[config.mk]
export PLATFORM = sky130hd
export DESIGN_NAME = acdr_top
export DESIGN_NICKNAME = d
export VERILOG_FILES = /design/src/logic/acdr_pkg.sv /design/src/logic/acdr_top.sv
export VERILOG_INCLUDE_DIRS = /design/src /design/src/logic
export SDC_FILE = /design/constraint.sdc
export NUM_CORES = 1
export LEC_CHECK = 0
export ABC_CLOCK_PERIOD_IN_PS = 2420
export BUFFER_PORTS_ARGS = -buffer_cell sky130_fd_sc_hd__buf_2
export CAP_MARGIN = 20
export CORE_MARGIN = 2
export CORE_UTILIZATION = 50
export CTS_CLUSTER_DIAMETER = 200
export DETAILED_ROUTE_END_ITERATION = 8
export HOLD_SLACK_MARGIN = 0.12
export PLACE_DENSITY_LB_ADDON = 0.1
export SYNTH_ARGS = -nofsm -noshare
export SYNTH_HDL_FRONTEND = slang
export SYNTH_SLANG_ARGS = --single-unit
[constraint.sdc]
create_clock -name hclk -period 2.42 [get_ports hclk]
set_input_delay 0 -clock hclk [delete_from_list [all_inputs] [get_ports hclk]]
set_output_delay 0 -clock hclk [all_outputs]
set_load 0.005 [all_outputs]
[src/logic/acdr_map.svh]
// Register indices, field positions and reset values of the converter block.
// Assumes byte address = index * 4 on a 32-bit AHB-Lite slave.
`ifndef ACDR_MAP_SVH
`define ACDR_MAP_SVH

// ==========================================================================
// Register indices
`define ACDR_IDX_RES_LO 8'hc2
`define ACDR_IDX_RES_HI 8'hc3
`define ACDR_IDX_CMP_LO 8'hce
`define ACDR_IDX_CMP_HI 8'hcf
`define ACDR_IDX_CTRL2 8'he2
`define ACDR_IDX_DLY_LO 8'he3
`define ACDR_IDX_DISC 8'hf6
`define ACDR_IDX_CTRL1 8'he1
`define ACDR_IDX_STAT 8'he8
`define ACDR_IDX_PWM 8'hd8

// ==========================================================================
// Field positions
`define ACDR_C2_BRK_EN 7
`define ACDR_C2_POL 6
`define ACDR_C2_CMP_EN 5
`define ACDR_C2_CMP_OUT 4
`define ACDR_C2_DLY8 0
`define ACDR_C1_EXT 1
`define ACDR_ST_DONE 7
`define ACDR_ST_BUSY 6
`define ACDR_PWM_RUN 7

// ==========================================================================
// Reset values
`define ACDR_RST_BYTE 8'h00
`define ACDR_RST_WORD 32'h0000_0000
`define ACDR_RST_DLY 9'h000
`define ACDR_RST_VAL12 12'h000

`endif

[src/logic/acdr_pkg.sv]
// Types shared by the converter control block.
// Assumes nothing beyond a SystemVerilog compiler.
package acdr_pkg;

  // ========================================================================
  // Sequencer phases
  typedef enum logic [1:0] {
    ACDR_IDLE = 2'b00,
    ACDR_DELAY = 2'b01,
    ACDR_CONVERT = 2'b10
  } acdr_phase_t;

  // ========================================================================
  // Analog core answer
  typedef struct packed {
    logic conv_done;
    logic [11:0] result;
  } acdr_core_t;

  // PWM unit side
  typedef struct packed {
    logic brake;
    logic pwm_run;
  } acdr_pwm_t;

  // ========================================================================
  // Whole block state
  typedef struct packed {
    acdr_phase_t phase;
    logic [8:0] dly_cnt;
    logic [11:0] result;
    logic [11:0] cmp_val;
    logic cmp_out;
    logic brk_en;
    logic pol;
    logic cmp_en;
    logic [8:0] dly;
    logic [7:0] disc;
    logic ext_sel;
    logic done;
    logic pwm_run;
    logic brake;
    logic start_pulse;
    logic [7:0] pin_out;
    logic ph_wr;
    logic ph_ok;
    logic [7:0] ph_idx;
    logic [31:0] hrdata;
  } acdr_state_t;

endpackage

[src/logic/acdr_top.sv]
// Converter control: result comparator with fault brake, trigger delay,
// split result and compare registers, digital input disconnect.
// Assumes an AHB-Lite master with single word transfers, an analog core
// that pulses conv_done with its result, and an ADC clock tick on hclk.
`timescale 1ns/1ps
`include "acdr_map.svh"

// Summary of operation
// - Compare output 1 at a conversion end with brake enable asserts brake, clears run.
// - Brake holds until software sets the PWM run bit again.
// - Polarity 0: output is 1 when result >= compare value.
// - Polarity 1: output is 1 when result < compare value.
// - Comparator works only while its enable bit is 1.
// - Compare output is read-only, updated at each conversion end while the comparator is enabled.
// - Disconnect bit 1 forces that pin's digital input to read 0.
// - Delay count is 9 bits, bit 8 lives in control two bit 0.
// - After an external trigger, wait out the delay, then convert.
// - Each unit of delay is one ADC clock cycle.
// - Delay applies only with external triggering enabled.
// - High result byte shows result bits 11 to 4.
// - Low result byte shows bits 3 to 0, upper nibble zero.
// - Compare high byte holds compare bits 11 to 4, read-write.
// - Compare low byte holds bits 3 to 0, upper nibble zero.
// - Done flag sets at completion, software clears, blocks new starts.
// - External mode starts by software or trigger, else software only.
// - Triggers ignored while busy until conversion completes.
module acdr_top (
  input wire logic hclk,
  input wire logic hresetn,
  input wire logic hsel,
  input wire logic [31:0] haddr,
  input wire logic [1:0] htrans,
  input wire logic hwrite,
  input wire logic [2:0] hsize,
  input wire logic [31:0] hwdata,
  input wire logic hready,
  output logic [31:0] hrdata,
  output logic hreadyout,
  output logic hresp,
  input wire acdr_pkg::acdr_core_t core,
  output logic conv_start,
  input wire logic adc_tick,
  input wire logic ext_trigger,
  output acdr_pkg::acdr_pwm_t pwm,
  input wire logic [7:0] pin_in,
  output logic [7:0] pin_out
);

  // ========================================================================
  // State
  acdr_pkg::acdr_state_t st;
  acdr_pkg::acdr_state_t next_st;

  logic acc;
  logic wr;
  logic [7:0] wd;
  logic done_evt;
  logic cmp_new;
  logic sw_start;
  logic trig_ok;

  // Address phase accepted
  assign acc = hsel & htrans[1] & hready;

  // Data phase write strobe and byte
  assign wr = st.ph_wr & st.ph_ok;
  assign wd = hwdata[7:0];

  // Conversion end and fresh compare value
  assign done_evt = (st.phase == acdr_pkg::ACDR_CONVERT) & core.conv_done;
  assign cmp_new = st.pol ? (core.result < st.cmp_val)
                          : (core.result >= st.cmp_val);

  // Start sources, blocked by a pending done flag
  assign sw_start = wr & (st.ph_idx == `ACDR_IDX_STAT) & wd[`ACDR_ST_BUSY]
                    & ~st.done;
  assign trig_ok = st.ext_sel & ext_trigger & ~st.done;

  // ========================================================================
  // Next state
  always_comb begin
    next_st = st;
    next_st.start_pulse = 1'b0;

    // Bus address phase capture
    next_st.ph_wr = acc & hwrite;
    next_st.ph_idx = haddr[9:2];
    next_st.ph_ok = acc && (haddr[31:10] == 22'h00_0000)
                    && (haddr[1:0] == 2'b00);
    next_st.hrdata = `ACDR_RST_WORD;
    if (acc && !hwrite && next_st.ph_ok) begin
      unique case (haddr[9:2])
        `ACDR_IDX_RES_LO: next_st.hrdata[3:0] = st.result[3:0];
        `ACDR_IDX_RES_HI: next_st.hrdata[7:0] = st.result[11:4];
        `ACDR_IDX_CMP_LO: next_st.hrdata[3:0] = st.cmp_val[3:0];
        `ACDR_IDX_CMP_HI: next_st.hrdata[7:0] = st.cmp_val[11:4];
        `ACDR_IDX_CTRL2: begin
          next_st.hrdata[`ACDR_C2_BRK_EN] = st.brk_en;
          next_st.hrdata[`ACDR_C2_POL] = st.pol;
          next_st.hrdata[`ACDR_C2_CMP_EN] = st.cmp_en;
          next_st.hrdata[`ACDR_C2_CMP_OUT] = st.cmp_out;
          next_st.hrdata[`ACDR_C2_DLY8] = st.dly[8];
        end
        `ACDR_IDX_DLY_LO: next_st.hrdata[7:0] = st.dly[7:0];
        `ACDR_IDX_DISC: next_st.hrdata[7:0] = st.disc;
        `ACDR_IDX_CTRL1: next_st.hrdata[`ACDR_C1_EXT] = st.ext_sel;
        `ACDR_IDX_STAT: begin
          next_st.hrdata[`ACDR_ST_DONE] = st.done;
          next_st.hrdata[`ACDR_ST_BUSY] =
            (st.phase != acdr_pkg::ACDR_IDLE);
        end
        `ACDR_IDX_PWM: next_st.hrdata[`ACDR_PWM_RUN] = st.pwm_run;
        default: next_st.hrdata = `ACDR_RST_WORD;
      endcase
    end

    // Register writes in the data phase
    if (wr) begin
      unique case (st.ph_idx)
        `ACDR_IDX_CMP_LO: next_st.cmp_val[3:0] = wd[3:0];
        `ACDR_IDX_CMP_HI: next_st.cmp_val[11:4] = wd;
        `ACDR_IDX_CTRL2: begin
          next_st.brk_en = wd[`ACDR_C2_BRK_EN];
          next_st.pol = wd[`ACDR_C2_POL];
          next_st.cmp_en = wd[`ACDR_C2_CMP_EN];
          next_st.dly[8] = wd[`ACDR_C2_DLY8];
        end
        `ACDR_IDX_DLY_LO: next_st.dly[7:0] = wd;
        `ACDR_IDX_DISC: next_st.disc = wd;
        `ACDR_IDX_CTRL1: next_st.ext_sel = wd[`ACDR_C1_EXT];
        `ACDR_IDX_STAT: begin
          if (!wd[`ACDR_ST_DONE]) begin
            next_st.done = 1'b0;
          end
        end
        `ACDR_IDX_PWM: begin
          next_st.pwm_run = wd[`ACDR_PWM_RUN];
          if (wd[`ACDR_PWM_RUN]) begin
            next_st.brake = 1'b0;
          end
        end
        default: next_st.pwm_run = st.pwm_run;
      endcase
    end

    // Conversion sequencer
    unique case (st.phase)
      acdr_pkg::ACDR_IDLE: begin
        if (sw_start) begin
          next_st.phase = acdr_pkg::ACDR_CONVERT;
          next_st.start_pulse = 1'b1;
        end else if (trig_ok && st.dly == `ACDR_RST_DLY) begin
          next_st.phase = acdr_pkg::ACDR_CONVERT;
          next_st.start_pulse = 1'b1;
        end else if (trig_ok) begin
          next_st.phase = acdr_pkg::ACDR_DELAY;
          next_st.dly_cnt = st.dly;
        end
      end
      acdr_pkg::ACDR_DELAY: begin
        if (sw_start) begin
          next_st.phase = acdr_pkg::ACDR_CONVERT;
          next_st.start_pulse = 1'b1;
        end else if (adc_tick) begin
          next_st.dly_cnt = st.dly_cnt - 9'h001;
          if (st.dly_cnt == 9'h001) begin
            next_st.phase = acdr_pkg::ACDR_CONVERT;
            next_st.start_pulse = 1'b1;
          end
        end
      end
      acdr_pkg::ACDR_CONVERT: begin
        // Triggers and starts ignored here
        if (core.conv_done) begin
          next_st.phase = acdr_pkg::ACDR_IDLE;
        end
      end
      default: next_st.phase = acdr_pkg::ACDR_IDLE;
    endcase

    // Completion: result, flag and comparator, set beats clear
    if (done_evt) begin
      next_st.result = core.result;
      next_st.done = 1'b1;
      if (st.cmp_en) begin
        next_st.cmp_out = cmp_new;
        if (st.brk_en && cmp_new) begin
          next_st.brake = 1'b1;
          next_st.pwm_run = 1'b0;
        end
      end
    end

    // Digital input gating
    next_st.pin_out = pin_in & ~st.disc;
  end

  // ========================================================================
  // State register
  always_ff @(posedge hclk or negedge hresetn) begin
    if (!hresetn) begin
      st.phase <= acdr_pkg::ACDR_IDLE;
      st.dly_cnt <= `ACDR_RST_DLY;
      st.result <= `ACDR_RST_VAL12;
      st.cmp_val <= `ACDR_RST_VAL12;
      st.cmp_out <= 1'b0;
      st.brk_en <= 1'b0;
      st.pol <= 1'b0;
      st.cmp_en <= 1'b0;
      st.dly <= `ACDR_RST_DLY;
      st.disc <= `ACDR_RST_BYTE;
      st.ext_sel <= 1'b0;
      st.done <= 1'b0;
      st.pwm_run <= 1'b0;
      st.brake <= 1'b0;
      st.start_pulse <= 1'b0;
      st.pin_out <= `ACDR_RST_BYTE;
      st.ph_wr <= 1'b0;
      st.ph_ok <= 1'b0;
      st.ph_idx <= `ACDR_RST_BYTE;
      st.hrdata <= `ACDR_RST_WORD;
    end else begin
      st <= next_st;
    end
  end

  // ========================================================================
  // Outputs
  assign hrdata = st.hrdata;
  assign hreadyout = 1'b1; // Zero wait states
  assign hresp = 1'b0; // Always OKAY
  assign conv_start = st.start_pulse;
  assign pwm.brake = st.brake;
  assign pwm.pwm_run = st.pwm_run;
  assign pin_out = st.pin_out;
endmodule // acdr_top

==> run metrics, run 1 <==
status=completed; synthesis-stage register bit count=87; worst endpoint required time=2.67 ns; r2r setup slk=0.31 ns; fmax=474 MHz; drt total wl=11.5 mm; vias in the first global route=3,733; Root Driver=clkbuf_8; CP max-delay cell=or4_1; crit path capture type=flip-flop; RR Endpoint=pwm[1]; Buffers on Ports=87; vias per cell=5.56; CTS tree=yes; Total GRT Usage=23.9%; HP Class=in -> async; Syn Std Cell Area=4690 µm²; Top FF cell, synth=dfrtp_1; post-synth cell types=60; Die H=101 µm; post-cts resize count=0; initial DRC count=245; crit path max fanout=3; CP Cell Sequence=inv_1 > ha_1 > nor2b_1 > o211ai_1 > a211oi_1 > or4_1 > a32o_1; Period minus WS final=2.11 ns; Post-synth ARST share=100%; crit start category=flip-flop; # fillers=779; fin crit share=87.1%; Least-Margin Pin Slew=0.622 ns; FF-to-FF Start=st[77]; CORE AREA=9150 µm²; Post-synth EDFFs=0; Mapped Avg Cell Area=9.99 µm²; grt ovf=0; total iterations of the first detailed-routing run=5; cell leakage power=0.00277 µW; Worst slew margin=58.0%; Worst Path Arrival=2.36 ns; I/O pin count=142; die area=10,200 µm²; H-tree levels=3; Yosys top cell area share=46.4%; WL per Instance=16.6 µm; CP Buf/Inv Count=1; cell count after synthesis=469; multi-input logic area=2140 µm²; chip width=101 µm; area delta synth->final=21.0%; Synth area leaders=dfrtp_1 (46%), buf_4 (7.0%), mux2_2 (6.2%); PnR Total Power=3690 µW; final cell count without fillers=697; placed cell areas=5010 µm²; PwrDens=650 nW/µm²; Num CTS Buffers=9; clock-pin slew on the worst setup and hold paths=0.09 ns; kind of critical path=reg -> reg; antenna violations before repair=0; Clock Path Buffers=2; cell family with most CP delay=simple AND/OR/NAND/NOR gates; largest net degree at the start of global routing=88; cell depth of the worst setup path=7; Starting Density=51.2%; number of diodes=0; vias=3,876; DRC=0; Yosys Warn Count=0; crit path to=pwm[1]; std cell rows=35; GP Congestion=0.886; RSZ-0062 raised after global routing=false; post-route ant nets=0; Critical Path Source=st[77]; sequential fraction of the synthesis area=46.4%; max-slew violation count=0; max-cap viol count=0; Final Instance Area=5670 µm²; Layout Skew=0.0104 ns; crit-path max cell delay=0.60 ns; Final nets=692; first-pass GRT wire length=18.7 mm; Worst VDD drop=0.281 mV; Final Hold Viols=0; reg2reg path depth=7; Reg area=2180 µm²; clock sink count=87; final setup vio count=0; final setup TNS=0 ns; layout cells sized above 1=23.7%; leading area contributor after synthesis=dfrtp_1; worst skew pair latency=0.35 ns; DP Cell Count=636; detailed placement HPWL=8.38 mm; Fin Hold WS=0.189 ns
-- synthesized netlist by cell type (4+ instances only) --
library cell,number
nor2_1,10
mux2i_1,7
and2_1,6
mux2_2,26
buf_2,4
dfrtp_1,87
a31oi_1,4
clkbuf_1,13
ha_1,14
o21ai_0,18
nand4_1,7
inv_1,16
nand3_1,10
nor4_1,9
a21oi_1,18
a22oi_1,5
buf_4,44
nor3_1,12
nand2_1,66
nor2b_1,14
and3_1,7
a21boi_0,5
o22a_1,6
-- repair_timing --
item / 4_1_cts / 5_1_grt
hold buffers: 45 / 0
hold endpoints to repair: 156 / 0
setup buffers: 0 / 0
endpoints found under the setup margin: 0 / 0
-- layer usage --
metal	share of wire, %	GRT usage [%]	vias up	wire, µm
met3	6.3	3.81	21	733
met2	48	38.3	149	5580
met4	1.9	8.11	0	221
li1	-	-	1833	-
met1	43	33.3	1873	5020
met5	0	0	-	0
-- stage by stage --
| step | util, % | setup slack, ns |
|---|---|---|
| after floorplan | - | 0.474 |
| after global placement | 54.8 | 0.373 |
| after detailed placement | 54.8 | 0.318 |
| after CTS | 62.0 | 0.310 |
| after global routing | 62.0 | 0.111 |
| final | 62.0 | 0.312 |
-- final cells by class --
type	instances	area share, %
Clock buffer	12	2.74
Clock inverter	4	0.949
Inverter	16	1.06
Multi-Input combinational cell	329	37.7
Sequential cell	87	38.4
Tap cell	111	2.45
Timing Repair Buffer	138	16.7
-- registers in the layout (all words and copies together) (netlist names) --
register,cells
conv_start,1
hrdata,8
pin_out,8
pwm,2
st,68
-- cells by family (layout without fill, tap and decap cells) --
kind of cell	count (synthesis)	in the layout	share of synthesized area (%)
fa+ha+maj	14	14	3.74
other cells	2	26	0.160
flops	87	87	46.4
buf+inv	77	170	9.80
mux	34	34	7.98
xor+xnor	1	1	0.187
compound gates	85	85	12.6
simple gates	169	169	19.1
-- how the worst min path moves through the flow --
stage	from	end	slack, ns	cells past startpoint
3_3_place_gp	hresetn	st[41]	0.08	2
4_1_cts	hwrite	hrdata[7]	0.19	3
3_5_place_dp	hresetn	st[41]	0.07	2
5_1_grt	hwrite	hrdata[7]	0.24	3
6_report	hresetn	st[41]	0.19	3
2_1_floorplan	hresetn	conv_start	-0.30	0
-- power by group --
| part | internal, µW | switching, µW | leakage [µW] |
|---|---|---|---|
| logic | 430 | 431 | 0.00158 |
| clock network | 536 | 527 | 0.0000988 |
| registers | 1600 | 161 | 0.00109 |
| total | 2570 | 1120 | 0.00277 |
-- worst min-delay path, cell delays in order --
cell	delay, ns
dlygate4sd3_1	0.52
buf_4	0.11
buf_12	0.34
-- cell usage in the layout, fill, tap and decap left out, drive strengths merged, types with 4 or more instances in the layout --
cell,synthesis,routed
a21boi,5,5
a21oi,18,18
a22oi,5,5
a31oi,4,4
and2,6,6
and3,7,7
buf,48,93
clkbuf,13,12
conb,2,26
dfrtp,87,87
dlygate4sd3,0,45
ha,14,14
inv,16,16
mux2,27,27
mux2i,7,7
nand2,66,66
nand3,10,10
nand4,7,7
nor2,10,10
nor2b,14,14
nor3,13,13
nor4,9,9
o21ai,19,19
o22a,6,6
Power figures use the tool's default switching activity.
==> run 2, diff against run 1 <==
--- a/config.mk
+++ b/config.mk
@@ -6,7 +6,7 @@
 export SDC_FILE = /design/constraint.sdc
 export NUM_CORES = 1
 export LEC_CHECK = 0
-export ABC_CLOCK_PERIOD_IN_PS = 2420
+export ABC_CLOCK_PERIOD_IN_PS = 2600
 export BUFFER_PORTS_ARGS = -buffer_cell sky130_fd_sc_hd__buf_2
 export CAP_MARGIN = 20
 export CORE_MARGIN = 2
==> constraint.sdc (replaced) <==
create_clock -name hclk -period 2.6 [get_ports hclk]
set_input_delay 0 -clock hclk [delete_from_list [all_inputs] [get_ports hclk]]
set_output_delay 0 -clock hclk [all_outputs]
set_load 0.005 [all_outputs]
==> run metrics, run 2 (synthesis results as in run 1) <==
Buffers on Ports=87; H-tree levels=3; Worst Path Arrival=2.40 ns; CTS tree=yes; RR Endpoint=pwm[1]; Period minus WS final=2.14 ns; clock-pin slew on the worst setup and hold paths=0.08 ns; Layout Skew=0.0114 ns; most frequent cells in the layout=dfrtp_1 (87), buf_2 (86), nand2_1 (66); reg2reg path depth=7; vias=3,864; vias per cell=5.54; CORE AREA=9150 µm²; hold_buf cts=45; kind of critical path=reg -> reg; FF-to-FF Start=st[77]; fmax=466 MHz; layout cells sized above 1=23.9%; met2 GRT Util=39.0%; post-route ant nets=0; max-slew violation count=0; biggest regs=st (68), hrdata (8), pin_out (8); area delta synth->final=20.2%; antenna violations before repair=0; Total GRT Usage=24.6%; initial DRC count=271; Final nets=693; Starting Density=51.2%; WL per Instance=16.9 µm; Worst slew margin=54.3%; crit start category=flip-flop; Largest register FFs=68; first-pass GRT wire length=19.1 mm; Num CTS Buffers=9; Worst VDD drop=0.242 mV; die area=10,200 µm²; final setup vio count=0; chip width=101 µm; std cell rows=35; drt total wl=11.8 mm; crit path capture type=flip-flop; GP Congestion=0.881; post-cts resize count=0; crit path max fanout=3; global route hottest layer=met2; clock sink count=87; # fillers=817; final setup TNS=0 ns; I/O pin count=142; DRC=0; status=completed; number of diodes=0; Largest Register=st; worst skew pair latency=0.37 ns; commonest non-fill, non-tap cell in the layout=dfrtp_1; PwrDens=584 nW/µm²; RSZ-0062 raised after global routing=false; crit path to=pwm[1]; HP Class=in -> reg; max-cap viol count=0; Clock Path Buffers=2; multi-input logic area=2140 µm²; Die H=101 µm; total iterations of the first detailed-routing run=7; cell leakage power=0.00275 µW; worst endpoint required time=2.86 ns; grt ovf=0; Core Util, Final=61.5%; Least-Margin Pin Slew=0.686 ns; post-CTS setup buffers=0; global routing usage on met1=33.7%; Root Driver=clkbuf_8; r2r setup slk=0.46 ns; Final Hold Viols=0; vias in the first global route=3,784; Critical Path Source=st[77]; detailed placement HPWL=8.54 mm; largest net degree at the start of global routing=54; fin crit share=82.4%; GR Layer Usage met3=3.33%; Reg area=2180 µm²
## run 2: where the power goes
part / total [µW] / internal [µW] / switching (µW)
clock network: 859 / 372 / 487
registers: 1630 / 1490 / 139
logic: 804 / 398 / 405
## run 2: routing by layer
layer | up-vias | part of all wire, %
li1 | 1836 | -
met1 | 1889 | 45
met2 | 111 | 47
met3 | 28 | 4.3
met4 | 0 | 2.7
met5 | - | 0
## run 2: final cells by class
type,count,share of cell area (%)
Multi-Input combinational cell,329,38.0
Tap cell,111,2.47
Clock inverter,5,0.600
Inverter,16,1.07
Timing Repair Buffer,139,16.7
Clock buffer,11,2.51
Sequential cell,87,38.6
## run 2: stage by stage
step	std cells	total power, µW	setup slack (ns)	cell area [µm²]	hold slack (ns)
6_report	698	3290	0.456	5630	0.190
5_1_grt	698	3490	0.392	5630	0.217
4_1_cts	698	3310	0.487	5630	0.186
2_1_floorplan	493	2170	0.654	4780	-0.296
3_5_place_dp	637	2400	0.489	5010	0.0874
3_3_place_gp	637	2370	0.548	5010	0.0875
## run 2: worst min-delay path by stage
stage                     startpoint          to  slack [ns]  cells past startpoint
after floorplan              hresetn  conv_start       -0.30                      0
after global placement       hresetn      st[41]        0.09                      1
after detailed placement     hresetn      st[41]        0.09                      1
after CTS                     hwrite   hrdata[2]        0.19                      3
after global routing          hwrite   hrdata[7]        0.22                      3
final                         hwrite   hrdata[7]        0.19                      3
## run 2: worst max-delay path: stages, from the launching register on
cell and delay, ns:
dfrtp_1 0.37, inv_1 0.06, ha_1 0.28, nor2b_1 0.14, o211ai_1 0.18, a211oi_1 0.12
or4_1 0.60, a32o_1 0.29
==> run 3, diff against run 2 <==
--- a/config.mk
+++ b/config.mk
@@ -6,7 +6,8 @@
 export SDC_FILE = /design/constraint.sdc
 export NUM_CORES = 1
 export LEC_CHECK = 0
-export ABC_CLOCK_PERIOD_IN_PS = 2600
+export ABC_AREA = 1
+export ABC_CLOCK_PERIOD_IN_PS = 2070
 export BUFFER_PORTS_ARGS = -buffer_cell sky130_fd_sc_hd__buf_2
 export CAP_MARGIN = 20
 export CORE_MARGIN = 2
==> constraint.sdc (replaced) <==
create_clock -name hclk -period 2.07 [get_ports hclk]
set_input_delay 0 -clock hclk [delete_from_list [all_inputs] [get_ports hclk]]
set_output_delay 0 -clock hclk [all_outputs]
set_load 0.005 [all_outputs]
==> run metrics, run 3 <==
status=finished with violations; failing checks=setup timing; std cell rows=36; clock sink count=87; synthesis-stage register bit count=87; Least-Margin Pin Slew=0.641 ns; area delta synth->final=25.9%; cell count after synthesis=614; Root Driver=clkbuf_8; layout cells sized above 1=18.8%; cell leakage power=0.00342 µW; grt ovf=0; Post-synth ARST share=100%; sequential fraction of the synthesis area=44.7%; DP Cell Count=815; Die H=103 µm; crit path max fanout=2; Clock Path Buffers=2; leading area contributor after synthesis=dfrtp_1; Num CTS Buffers=9; die area=10,500 µm²; fraction of synthesized cell area in xor and xnor cells=0.360%; clock-pin slew on the worst setup and hold paths=0.08 ns; Worst slew margin=57.0%; mux cell area share after synthesis=2.31%; GP Congestion=0.911; Syn Std Cell Area=4870 µm²; Yosys Warn Count=0; FF-to-FF Start=st[38]; first-pass GRT wire length=19.8 mm; Yosys top cell area share=44.7%; initial DRC count=231; vias in the first global route=4,159; fmax=474 MHz; I/O pin count=142; post-synth cell types=35; Final Hold Viols=0; Starting Density=50.7%; Synth area leaders=dfrtp_1 (45%), nand2_1 (10%), buf_4 (6.8%); Post-synth top cells=nand2_1 (136), dfrtp_1 (87), inv_1 (83), nor2_1 (62), o21ai_0 (53); Post-synth EDFFs=0; Largest register FFs=68; CTS tree=yes; total iterations of the first detailed-routing run=4; vias=4,374; Final nets=862; largest family of logic cells by synthesized area=simple AND/OR/NAND/NOR gates; Worst VDD drop=0.583 mV; CORE AREA=9590 µm²; worst endpoint required time=2.38 ns; H-tree levels=3; RR Endpoint=st[110]; drt total wl=12.7 mm; vias per cell=4.92; max-cap viol count=0; final setup vio count=1; Largest Register=st; Final WS setup=-0.0419 ns; Mapped Avg Cell Area=7.93 µm²; Worst Path Arrival=2.42 ns; crit start category=primary input; complex-gate fraction of the synthesized area=9.54%; worst skew pair latency=0.38 ns; HP Class=in -> async; WL per Instance=14.3 µm; Top FF cell, synth=dfrtp_1; chip width=103 µm; crit path capture type=flip-flop; detailed placement HPWL=8.96 mm; final setup TNS=-0.0419 ns; Post-Synth Simple-Gate Area=25.0%; most frequent cells in the layout=nand2_1 (135), dfrtp_1 (87), buf_2 (86); reg2reg path depth=9; Period minus WS final=2.11 ns; most instantiated library cell after synthesis=nand2_1; largest net degree at the start of global routing=40; Total GRT Usage=25.2%; antenna violations before repair=0; commonest non-fill, non-tap cell in the layout=nand2_1; PwrDens=754 nW/µm²; final cell count without fillers=889; r2r setup slk=0.08 ns; kind of critical path=in -> reg; max-slew violation count=0; post-route ant nets=0; number of diodes=0; DRC=0; biggest regs=st (68), hrdata (8), pin_out (8); fin crit share=102%; Critical Path Source=haddr[22]; Post-Synth Adder-Cell Area=3.60%; Layout Skew=0.0103 ns; Buffers on Ports=87
## run 3: cell types whose count changed after synthesis, sizes merged, moves of 10 or more
cell	previous run	this run
clkbuf	13	1
inv	16	87
mux2	27	10
nand2	66	139
nand3	10	37
nor2	10	64
nor2b	14	0
nor3	13	23
o21ai	19	58
## run 3: where the power goes
part	leakage, µW	total, µW	switching, µW	internal, µW
clock network	0.000134	1590	627	959
logic	0.00230	1080	639	438
registers	0.000983	1960	123	1840
total	0.00342	4620	1390	3230
## run 3: worst max path at each step
stage,end
6_report,st[40]
5_1_grt,st[40]
4_1_cts,st[110]
3_5_place_dp,pwm[0]
3_3_place_gp,pwm[0]
2_1_floorplan,pwm[0]
## run 3: kinds of logic (layout without fill, tap and decap cells)
kind of cell / Yosys count / after routing
adders and majority gates: 14 / 14
xor gates and xnor gates: 2 / 2
buffers and inverters: 137 / 255
and+or+nand+nor: 278 / 278
AOI/OAI and AO/OA: 84 / 84
other: 2 / 26
muxes: 10 / 10
DFF: 87 / 87
## run 3: cell type report
class	count	area (µm²)
fill	831	3470
sequential	87	2180
multi-input combinational	414	2110
clock inverter	5	129
tap	133	166
inverter	87	329
timing repair buffer	152	1080
clock buffer	11	141
## run 3: repair_timing
item / CTS / global route
endpoints found under the setup margin: 0 / 4
hold buffers: 56 / 0
resized for setup: 0 / 6
hold endpoints to repair: 165 / 0
setup buffers: 0 / 2
## run 3: stage by stage
step	cell area, µm²	setup WS [ns]	total power [µW]	utilization, %	hold slack (ns)
final	6130	-0.0419	4620	63.9	0.138
after global routing	6130	-0.0602	4910	63.9	0.188
after CTS	6090	0.0541	4630	63.5	0.121
after floorplan	4960	0.598	2720	-	-0.296
after global placement	5260	0.428	2930	54.8	0.00575
after detailed placement	5260	0.397	2970	54.8	0.00726
## run 3: per-layer routing
metal  GRT usage [%]  routed length, µm  up-vias  part of all wire [%]
li1                -                  -     2178                     -
met1            31.5               5650     2032                    44
met2            41.4               6070      136                    48
met3            6.31                646       28                   5.1
met4            11.1                359        0                   2.8
met5               0                  0        -                     0
## run 3: worst max-delay path, stage by stage
cell	delay, ns
dlygate4sd3_1	0.54
buf_2	0.14
nor4_2	0.31
dlygate4sd3_1	0.60
nand3b_1	0.12
nor2_2	0.15
dlygate4sd3_1	0.56
